## src/design/strap_pkg.sv

```systemverilog
/*
  Shared constants and carrier types for the power-up strap latch.
  Assumes a single 50 MHz clock and a serial flash in mode-0 read.
*/
package strap_pkg;

  ////////////////////////////////////////////////////////////////////////////
  // Timing
  localparam int CLK_PERIOD_NS = 20;
  localparam int SPI_HALF_NS = 100;
  // Least half period, so round up
  localparam int SPI_HALF_CYCLES =
    (SPI_HALF_NS + CLK_PERIOD_NS - 1) / CLK_PERIOD_NS;
  localparam int DIV_W = 4;

  ////////////////////////////////////////////////////////////////////////////
  // Soft strap fetch
  localparam logic [7:0] FLASH_READ_CMD = 8'h03;
  localparam logic [23:0] SOFT_STRAP_ADDR = 24'h000100;
  localparam int SOFT_STRAP_BITS = 32;
  localparam int FRAME_BITS = 64;
  localparam logic [5:0] FRAME_LAST = 6'h3F;
  localparam logic [5:0] FRAME_RX_START = 6'h20;
  localparam logic [31:0] SOFT_STRAP_RESET = 32'h00000000;
  localparam int BLK_SEL_LSB = 0;

  ////////////////////////////////////////////////////////////////////////////
  // Swap block size and firmware address
  localparam int ADDR_W = 24;
  localparam logic [1:0] BLK_A16 = 2'h0;
  localparam logic [1:0] BLK_A17 = 2'h1;
  localparam logic [1:0] BLK_A18 = 2'h2;

  ////////////////////////////////////////////////////////////////////////////
  // Bridge configuration byte
  localparam logic [7:0] CFG_OFFSET = 8'hDC;
  localparam int CFG_SWAP_BIT = 4;
  localparam int CFG_DEST_BIT = 6;
  localparam logic [7:0] CFG_RESET = 8'h00;

  ////////////////////////////////////////////////////////////////////////////
  // Types
  typedef struct packed {
    logic boot_dest;
    logic reboot_suppress;
    logic swap;
  } core_straps_s;

  typedef struct packed {
    logic flash_share;
    logic oob_debug;
    logic ec_bus;
    logic cipher;
  } resume_straps_s;

  typedef struct packed {
    logic watchdog_reboot_en;
    logic cipher_en;
    logic ec_bus_espi;
    logic oob_debug_en;
    logic flash_share_periph;
    logic boot_firmware_destination;
    logic swap_active;
    logic [1:0] blk_sel;
  } strap_cfg_s;

  typedef enum logic [1:0] {
    FETCH_IDLE = 2'b00,
    FETCH_SHIFT = 2'b01,
    FETCH_DONE = 2'b10
  } fetch_state_e;

endpackage

```

## src/design/strap_capture.sv

```systemverilog
/*
  One strap group: synchronises a sampling input and its strap pins,
  latches the pins on the sampling rise and holds them until it falls.
  Assumes the board keeps pins steady around the sampling edge.
*/
`timescale 1ns/1ps

module strap_capture #(
  parameter int W = 1
) (
  input wire logic clk,
  input wire logic nrst,
  input wire logic sample_in,
  input wire logic [W-1:0] pins_in,
  output logic [W-1:0] latched_q,
  output logic valid_q,
  output logic rise_q,
  output logic [W-1:0] pulldown_en
);

  logic sample_m_q;
  logic sample_s_q;
  logic [W-1:0] pins_m_q;
  logic [W-1:0] pins_s_q;

  ////////////////////////////////////////////////////////////////////////////
  // Two-stage synchronisers, first stage feeds only the second
  always_ff @(posedge clk or negedge nrst) begin
    if (!nrst) begin
      sample_m_q <= 1'b0;
      sample_s_q <= 1'b0;
      pins_m_q <= '0;
      pins_s_q <= '0;
    end else begin
      sample_m_q <= sample_in;
      sample_s_q <= sample_m_q;
      pins_m_q <= pins_in;
      pins_s_q <= pins_m_q;
    end
  end

  ////////////////////////////////////////////////////////////////////////////
  // Capture and hold
  always_ff @(posedge clk or negedge nrst) begin
    if (!nrst) begin
      latched_q <= '0;
      valid_q <= 1'b0;
      rise_q <= 1'b0;
    end else begin
      rise_q <= sample_s_q && !valid_q;
      if (sample_s_q && !valid_q) begin
        latched_q <= pins_s_q;
        valid_q <= 1'b1;
      end else if (!sample_s_q) begin
        latched_q <= '0;
        valid_q <= 1'b0;
      end
    end
  end

  // Pull-down released once the group has sampled
  assign pulldown_en = {W{!valid_q}};
endmodule

```

## src/design/power_up_strap_latch.sv

```systemverilog
/*
  Power-up strap latch: captures straps on power-good and resume-reset
  rises, fetches the soft strap word from serial flash, releases the
  management and host resets, and applies boot block swapping.
  Assumes pins and power-good inputs are asynchronous to clk.
*/
`timescale 1ns/1ps

module power_up_strap_latch (
  input wire logic clk,
  input wire logic nrst,
  input wire logic deep_sleep_power_good,
  input wire logic resume_reset_n,
  input wire logic core_power_good,
  input wire strap_pkg::core_straps_s core_pin_i,
  input wire strap_pkg::core_straps_s core_func_o,
  input wire strap_pkg::core_straps_s core_func_oe,
  output strap_pkg::core_straps_s core_pin_o,
  output strap_pkg::core_straps_s core_pin_oe,
  output strap_pkg::core_straps_s core_pulldown_en,
  input wire strap_pkg::resume_straps_s resume_pin_i,
  input wire strap_pkg::resume_straps_s resume_func_o,
  input wire strap_pkg::resume_straps_s resume_func_oe,
  output strap_pkg::resume_straps_s resume_pin_o,
  output strap_pkg::resume_straps_s resume_pin_oe,
  output strap_pkg::resume_straps_s resume_pulldown_en,
  output logic flash_cs_n,
  output logic flash_sck,
  output logic flash_mosi,
  input wire logic flash_miso,
  output logic mgmt_reset_n,
  output logic host_reset_n,
  input wire logic cfg_wr,
  input wire logic [7:0] cfg_addr,
  input wire logic [7:0] cfg_wdata,
  output logic [7:0] cfg_rdata,
  input wire logic [strap_pkg::ADDR_W-1:0] fw_addr_in,
  output logic [strap_pkg::ADDR_W-1:0] fw_addr_out,
  output strap_pkg::strap_cfg_s strap_cfg
);

  strap_pkg::core_straps_s core_lat;
  strap_pkg::resume_straps_s resume_lat;
  logic core_valid;
  logic core_rise;
  logic resume_valid;
  logic resume_rise;
  logic ds_m_q;
  logic ds_s_q;
  logic miso_m_q;
  logic miso_s_q;
  strap_pkg::fetch_state_e state_q;
  logic [strap_pkg::DIV_W-1:0] div_q;
  logic tick;
  logic sck_q;
  logic cs_n_q;
  logic [5:0] cnt_q;
  logic [31:0] tx_q;
  logic [31:0] rx_q;
  logic [31:0] soft_q;
  logic swap_q;
  logic dest_q;
  logic mgmt_q;
  logic host_q;
  logic cfg_hit;

  function automatic logic [strap_pkg::ADDR_W-1:0] swap_addr(
    input logic [strap_pkg::ADDR_W-1:0] a,
    input logic [1:0] sel
  );
    logic [strap_pkg::ADDR_W-1:0] r;
    r = a;
    case (sel)
      strap_pkg::BLK_A17: begin
        if (&a[strap_pkg::ADDR_W-1:18]) r[17] = !a[17];
      end
      strap_pkg::BLK_A18: begin
        if (&a[strap_pkg::ADDR_W-1:19]) r[18] = !a[18];
      end
      default: begin
        if (&a[strap_pkg::ADDR_W-1:17]) r[16] = !a[16];
      end
    endcase
    return r;
  endfunction

  ////////////////////////////////////////////////////////////////////////////
  // Strap groups
  strap_capture #(.W(3)) u_core (
    .clk(clk),
    .nrst(nrst),
    .sample_in(core_power_good),
    .pins_in(core_pin_i),
    .latched_q(core_lat),
    .valid_q(core_valid),
    .rise_q(core_rise),
    .pulldown_en(core_pulldown_en)
  );

  // Resume reset is active low, so its deassertion is the sampling rise
  strap_capture #(.W(4)) u_resume (
    .clk(clk),
    .nrst(nrst),
    .sample_in(resume_reset_n),
    .pins_in(resume_pin_i),
    .latched_q(resume_lat),
    .valid_q(resume_valid),
    .rise_q(resume_rise),
    .pulldown_en(resume_pulldown_en)
  );

  always_ff @(posedge clk or negedge nrst) begin
    if (!nrst) begin
      ds_m_q <= 1'b0;
      ds_s_q <= 1'b0;
      miso_m_q <= 1'b0;
      miso_s_q <= 1'b0;
    end else begin
      ds_m_q <= deep_sleep_power_good;
      ds_s_q <= ds_m_q;
      miso_m_q <= flash_miso;
      miso_s_q <= miso_m_q;
    end
  end

  ////////////////////////////////////////////////////////////////////////////
  // Pin hand-back: strap pins stay undriven until their group sampled
  always_ff @(posedge clk or negedge nrst) begin
    if (!nrst) begin
      core_pin_o <= '0;
      core_pin_oe <= '0;
      resume_pin_o <= '0;
      resume_pin_oe <= '0;
    end else begin
      core_pin_o <= core_func_o;
      resume_pin_o <= resume_func_o;
      core_pin_oe <= core_valid ? core_func_oe : '0;
      resume_pin_oe <= resume_valid ? resume_func_oe : '0;
    end
  end

  ////////////////////////////////////////////////////////////////////////////
  // Soft strap fetch over serial flash, mode 0
  assign tick = div_q == strap_pkg::DIV_W'(strap_pkg::SPI_HALF_CYCLES - 1);

  always_ff @(posedge clk or negedge nrst) begin
    if (!nrst) begin
      div_q <= '0;
    end else if (state_q != strap_pkg::FETCH_SHIFT || tick) begin
      div_q <= '0;
    end else begin
      div_q <= div_q + 1'b1;
    end
  end

  always_ff @(posedge clk or negedge nrst) begin
    if (!nrst) begin
      state_q <= strap_pkg::FETCH_IDLE;
      sck_q <= 1'b0;
      cs_n_q <= 1'b1;
      cnt_q <= '0;
      tx_q <= '0;
      rx_q <= '0;
      soft_q <= strap_pkg::SOFT_STRAP_RESET;
    end else if (!resume_valid || !ds_s_q) begin
      // Losing resume power aborts and forgets the word
      state_q <= strap_pkg::FETCH_IDLE;
      sck_q <= 1'b0;
      cs_n_q <= 1'b1;
      soft_q <= strap_pkg::SOFT_STRAP_RESET;
    end else begin
      unique case (state_q)
        strap_pkg::FETCH_IDLE: begin
          state_q <= strap_pkg::FETCH_SHIFT;
          cs_n_q <= 1'b0;
          cnt_q <= '0;
          tx_q <= {strap_pkg::FLASH_READ_CMD, strap_pkg::SOFT_STRAP_ADDR};
        end
        strap_pkg::FETCH_SHIFT: begin
          if (tick && !sck_q) begin
            sck_q <= 1'b1;
            if (cnt_q >= strap_pkg::FRAME_RX_START) begin
              rx_q <= {rx_q[30:0], miso_s_q};
            end
          end else if (tick) begin
            sck_q <= 1'b0;
            tx_q <= {tx_q[30:0], 1'b0};
            cnt_q <= cnt_q + 1'b1;
            if (cnt_q == strap_pkg::FRAME_LAST) begin
              state_q <= strap_pkg::FETCH_DONE;
              cs_n_q <= 1'b1;
              soft_q <= rx_q;
            end
          end
        end
        strap_pkg::FETCH_DONE: begin
          state_q <= strap_pkg::FETCH_DONE;
        end
      endcase
    end
  end

  assign flash_cs_n = cs_n_q;
  assign flash_sck = sck_q;
  assign flash_mosi = tx_q[31];

  ////////////////////////////////////////////////////////////////////////////
  // Reset release waits on the fetched soft straps
  always_ff @(posedge clk or negedge nrst) begin
    if (!nrst) begin
      mgmt_q <= 1'b0;
      host_q <= 1'b0;
    end else begin
      // Deep sleep loss drops both resets in the same cycle as the abort
      mgmt_q <= resume_valid && ds_s_q
        && state_q == strap_pkg::FETCH_DONE;
      host_q <= mgmt_q && core_valid && resume_valid && ds_s_q;
    end
  end

  assign mgmt_reset_n = mgmt_q;
  assign host_reset_n = host_q;

  ////////////////////////////////////////////////////////////////////////////
  // Swap and boot destination control bits
  assign cfg_hit = cfg_addr == strap_pkg::CFG_OFFSET;

  always_ff @(posedge clk or negedge nrst) begin
    if (!nrst) begin
      swap_q <= 1'b0;
    end else if (!core_valid) begin
      swap_q <= 1'b0;
    end else if (core_rise && core_lat.swap) begin
      swap_q <= 1'b1;
    end else if (cfg_wr && cfg_hit && cfg_wdata[strap_pkg::CFG_SWAP_BIT]) begin
      // Writes may set but never clear
      swap_q <= 1'b1;
    end
  end

  always_ff @(posedge clk or negedge nrst) begin
    if (!nrst) begin
      dest_q <= 1'b0;
    end else if (!core_valid) begin
      dest_q <= 1'b0;
    end else if (core_rise) begin
      dest_q <= core_lat.boot_dest;
    end else if (cfg_wr && cfg_hit) begin
      dest_q <= cfg_wdata[strap_pkg::CFG_DEST_BIT];
    end
  end

  always_ff @(posedge clk or negedge nrst) begin
    if (!nrst) begin
      cfg_rdata <= strap_pkg::CFG_RESET;
    end else begin
      cfg_rdata <= strap_pkg::CFG_RESET;
      if (cfg_hit) begin
        cfg_rdata[strap_pkg::CFG_SWAP_BIT] <= swap_q;
        cfg_rdata[strap_pkg::CFG_DEST_BIT] <= dest_q;
      end
    end
  end

  ////////////////////////////////////////////////////////////////////////////
  // Firmware address path, one cycle of latency
  always_ff @(posedge clk or negedge nrst) begin
    if (!nrst) begin
      fw_addr_out <= '0;
    end else if (swap_q) begin
      fw_addr_out <= swap_addr(fw_addr_in,
        soft_q[strap_pkg::BLK_SEL_LSB +: 2]);
    end else begin
      fw_addr_out <= fw_addr_in;
    end
  end

  ////////////////////////////////////////////////////////////////////////////
  // Configuration outputs
  always_ff @(posedge clk or negedge nrst) begin
    if (!nrst) begin
      strap_cfg <= '0;
    end else begin
      strap_cfg.watchdog_reboot_en <= !core_lat.reboot_suppress;
      strap_cfg.cipher_en <= resume_lat.cipher;
      strap_cfg.ec_bus_espi <= resume_lat.ec_bus;
      strap_cfg.oob_debug_en <= resume_lat.oob_debug;
      strap_cfg.flash_share_periph <= resume_lat.flash_share;
      strap_cfg.boot_firmware_destination <= dest_q;
      strap_cfg.swap_active <= swap_q;
      strap_cfg.blk_sel <= soft_q[strap_pkg::BLK_SEL_LSB +: 2];
    end
  end
endmodule

```

## config.mk

```make
export PLATFORM = sky130hd
export DESIGN_NAME = power_up_strap_latch
export DESIGN_NICKNAME = d
export VERILOG_FILES = /design/src/design/strap_pkg.sv /design/src/design/strap_capture.sv /design/src/design/power_up_strap_latch.sv
export SDC_FILE = /design/constraint.sdc
export NUM_CORES = 1
export LEC_CHECK = 0
export ABC_AREA = 1
export BUFFER_PORTS_ARGS = -buffer_cell sky130_fd_sc_hd__buf_4
export CORE_UTILIZATION = 42
export DETAILED_ROUTE_END_ITERATION = 6
export PLACE_DENSITY_LB_ADDON = 0.25
export SLEW_MARGIN = 30
export SYNTH_ARGS = -nofsm -noshare
export SYNTH_HDL_FRONTEND = slang
export SYNTH_SLANG_ARGS = --single-unit
export TNS_END_PERCENT = 30
```

## constraint.sdc

```tcl
create_clock -name clk -period 1.9 [get_ports clk]
set_input_delay 0.285 -clock clk [delete_from_list [all_inputs] [get_ports clk]]
set_output_delay 0.285 -clock clk [all_outputs]
set_load 0.1 [all_outputs]
```

# [Yosys cells after proc, flatten, opt, wreduce, memory -nomap -nowiden]
# Cells that the tools add are included.
[word_totals] ff_bits=135 inputBits=68 out_inout_bits=67 elab_cells=164
[op_classes] n_addsub=2 magnitude_cmp=1 eq_ne=18 mux=51 bitwise_logic=1 reduce_logical=38
[ops] op="$mux W32" count=2
[ops] op="$pmux W32 S2" count=1
[ops] op="$mux W1" count=26
[ops] op="$mux W19" count=1
[ops] op="$mux W2" count=9
[ops] op="$mux W4" count=4
[ops] op="$reduce_and A4 Y1" count=4
[ops] op="$ne A3 B3 Y1 const B" count=5
[ops] op="$mux W6" count=2
[ops] op="$pmux W6 S2" count=1
[ops] op="$logic_and A1 B1 Y1" count=11
[ops] op="$ne A2 B2 Y1 const B" count=5
[ops] op="$mux W3" count=3
[ops] op="$eq A8 B8 Y1 const B" count=1
[ops] op="$logic_not A1 Y1" count=8
[ops] op="$reduce_bool A2 Y1" count=4
[ops] op="$reduce_and A7 Y1" count=1
[ops] op="$add A6 B1 Y6 const B" count=1
[ops] op="$eq A6 B6 Y1 const B" count=1
[ops] op="$ge A6 B6 Y1 const B" count=1
[ops] op="$pmux W2 S3" count=1
[ops] op="$reduce_and A6 Y1" count=1
[ops] op="$reduce_bool A3 Y1" count=2
[ops] op="$reduce_and A5 Y1" count=1
[ops] op="other kinds (12)" count=15

# [Depth between registers and ports, before layout]
[depth] ltp_word=6 ltp_mapped=10 ltp_nobuf=9

# [Modules after synthesis]
# From an unflattened synthesis, not the netlist that was laid out.
[unflattened] cells_unflattened=411 hier_area_um2=4600.7
[modules_own_cells] module="power_up_strap_latch" n_inst=1 cells_per_inst=346 area_each_um2=3698.5 seq_area_each_um2=2478.6
[modules_own_cells] module="strap_capture (u_resume)" n_inst=1 cells_per_inst=36 area_each_um2=500.5 seq_area_each_um2=400.4
[modules_own_cells] module="strap_capture (u_core)" n_inst=1 cells_per_inst=29 area_each_um2=401.6 seq_area_each_um2=325.3

# [Worst setup path after synthesis]
# No wires, ideal clock.
[synth_path] path_kind="register to output" startpoint="register u_core.valid_q" endpoint="output core_pulldown_en[1] (netlist bit)" t_arrival_ps=1618 required_ps=1615 slack_ps=-3 path_stages_with_launch=4 n_path_buf=2 path_cell_list="dfrtp_1 > clkbuf_1 > inv_1 > buf_4"
[synth_rtl] element="start: declaration" line_no="strap_capture.sv:16" text="output logic valid_q,"
[synth_rtl] element="start signal: assignment" line_no="strap_capture.sv:47" text="valid_q <= 1'b0;"
[synth_rtl] element="start signal: assignment" line_no="strap_capture.sv:53" text="valid_q <= 1'b1;"
[synth_rtl] element="start signal: assignment" line_no="strap_capture.sv:56" text="valid_q <= 1'b0;"
[synth_rtl] element="end: declaration" line_no="power_up_strap_latch.sv:20" text="output strap_pkg::core_straps_s core_pulldown_en,"

==> impl_metrics.ini <==
[setup_path]
critPathLaunch = u_resume.valid_q
crit_slowest_cell = dfrtp_2
crit_buf_inv = 2
critPathKind = register to output pin
crit_required_ns = 1.62
worstPathCellList = inv_1, buf_4
start_kind = register
cp-end-kind = output pin
cpLargestDelayFamily = buffers and inverters
crit_path_max_fanout = 10
slowest_delay_ns = 0.50
r2r-start = state_q[1]
arrival_ns = 1.57

[power]
swShare_pct = 27.7
pwr-share-seq_pct = 41.4
p_int_mw = 4.97
pwr-share-clk_pct = 44.6
p_comb_share_pct = 13.9
power_mw = 6.87
p_per_area_nw_per_um2 = 1020
power_switching_mw = 1.90
ir_drop_mv = 0.904
leakage_nw = 3.45

[timing]
hold_violations = 0
fmax_mhz = 538
finalCritPeriodShare_pct = 97.8
clock_skew_ns = 0.0119
finalSetupViolations = 0
period_needed_ns = 1.86
grt_setup_unrepaired = true
finalHoldWorstSlack_ns = 0.0454
slew_headroom_pct = 62.0
worstMarginPinSlew_ns = 0.568
drv_slew = 0

[placed_design]
place_inst = 673
place_hpwl_mm = 5.50
place_congestion = 0.745
portBuffers = 122

[route]
drt_iter0_markers = 110
drt_wl_total_mm = 9.16
drt-pass1-iter-count = 4
ant_nets = 0
num_vias = 3282
viasPerCell = 4.36
wl_per_cell_um = 12.2
drc = 0

[synth]
synth_commonest_cells = nand2_1, dfrtp_1, inv_1
synth_top_area_share_pct = 67.8
yosysMostFrequentCell = nand2_1
syn_avg_cell_area_um2 = 11.0
synth-edff-count = 0
synthTopCellsByArea = dfrtp_1, nand2_1, inv_1
yosysTopAreaCell = dfrtp_1
synth_cell_types = 31
ys_ff_latch = 127
yosysWarnings = 0
seq_area_frac_synth_pct = 68.4
synth-main-ff-cell = dfrtp_1
netlist_instances = 422
syn_area_um2 = 4650
async_reset_ff_share_pct = 100

[grt]
grt-ovfl-total = 0
grt_pass1_vias = 3281
grt_first_pass_wirelength_mm = 15.3
antenna_found_initial = 0
grt_start_max_net_pins = 60
grtUsageTotal_pct = 17.5

[clock_network]
clk_path_buf_depth = 2
tritoncts = yes
post_cts_buffers = 0
cts-buffers-inserted = 17
clkSinkCount = 127
clockRootBuffer = clkbuf_8
insertion_delay_ns = 0.51
cts.clk_slew.worst_paths_ns = 0.06
htreeDepth = 4

[finish]
num-fill-cells = 826
regArea_um2 = 3180
final_core_util_pct = 62.2
area_growth_pct = 44.3
diodes = 0
fin_nets = 677
multi_input_area_um2 = 1160
fin_cells = 752
drive_above_1_share_pct = 28.1

[hold_path]
hp-class = input pin to register
hp-start = fw_addr_in[16]

[die]
dieArea_um2 = 11500
die_h_um = 107
rows = 38
ioPinCount = 135
die_x_um = 107
coreArea_um2 = 10800
initial_core_util_pct = 43.1

[run_status]
status = complete, no violations

[run]
timing.max_cap.violations = 0
[layer usage]
layer  up-vias  GRT usage, %  wire length, um
met5         -             0                0
met4         0          6.36               97
met3         9          6.57              678
met2       116          30.1             4540
met1      1522          19.8             3840
li1       1635             -                -
[final cells by class]
| class | count | share of cell area [%] |
|---|---|---|
| Sequential cell | 127 | 47.4 |
| Timing Repair Buffer | 175 | 21.7 |
| Multi-Input combinational cell | 238 | 17.3 |
| Clock buffer | 19 | 6.43 |
| Tap cell | 140 | 2.61 |
| Inverter | 41 | 2.50 |
| Clock inverter | 12 | 2.03 |
[worst paths after layout]
check,slack (ns),cells past startpoint,endpoint
worst max-delay path,0.04,2,resume_pulldown_en[1]
worst min-delay path,0.05,4,fw_addr_out[16]
worst max register to register,0.25,7,cnt_q[4]
worst min register to register,0.34,0,u_core.pins_s_q[1]
max in group asynchronous,0.93,3,u_resume.valid_q
min in group asynchronous,0.28,2,core_pin_oe[0]
[cells by family after synthesis]
logic type | Yosys count | synth area share (%)
compound gates | 12 | 2.15
xor+xnor | 6 | 1.13
fa+ha+maj | 9 | 2.42
buf+inv | 62 | 7.08
flops | 127 | 68.4
other cells | 1 | 0.0806
simple gates | 205 | 18.8
[metrics by stage]
step | setup TNS, ns | area, um^2 | worst slack, ns
detailed placement | 0 | 5660 | 0.270
floorplan | 0 | 4670 | 0.00319
global placement | 0 | 5660 | 0.319
finish | 0 | 6710 | 0.0427
global route | -0.0882 | 6710 | -0.0247
CTS | 0 | 6710 | 0.0254
[power groups by stage]
stage / registers, mW / clock network, mW / logic (mW)
after floorplan: 3.26 / 0 / 0.248
after global placement: 2.89 / 0 / 0.870
after detailed placement: 2.89 / 0 / 0.878
after CTS: 2.84 / 3.14 / 0.959
after global routing: 2.85 / 3.27 / 1.01
final: 2.85 / 3.07 / 0.957
[cells in the final DEF (no fill, tap or decap), drive strengths merged]
cell	instances
a21oi	3
buf	127
bufinv	2
clkbuf	19
clkinv	4
clkinvlp	4
conb	6
dfrtp	126
dfstp	1
dlygate4sd3	48
ha	9
inv	43
nand2	136
nand3	28
nand3b	2
nand4	5
nor2	31
nor3	3
o21ai	6
o21bai	2
o22ai	1
xnor2	3
xor2	3
[state kept, by name (all words and copies together) (netlist names), 2 cells and up]
name / flops
core_pin_o: 3
div_q: 4
soft_q: 2
u_core.pins_m_q: 3
strap_cfg: 9
u_core.latched_q: 3
fw_addr_out: 24
cnt_q: 6
u_resume.pins_m_q: 4
core_pin_oe: 3
u_resume.latched_q: 4
rx_q: 2
state_q: 2
tx_q: 24
resume_pin_o: 4
u_resume.pins_s_q: 4
cfg_rdata: 2
u_core.pins_s_q: 3
resume_pin_oe: 4
[worst min-delay path: cells and delay by family]
kind	cells	cell delay (ns)
simple gates	2	0.12
buf+inv	2	0.11
[timing repair]
action,4_1_cts,5_1_grt
hold buffers,48,0
hold endpoints to repair,78,0
resized for setup,1,1
setup endpoints to repair,4,7
gates cloned,0,0
Note: power is estimated with default switching activity, not from simulation.
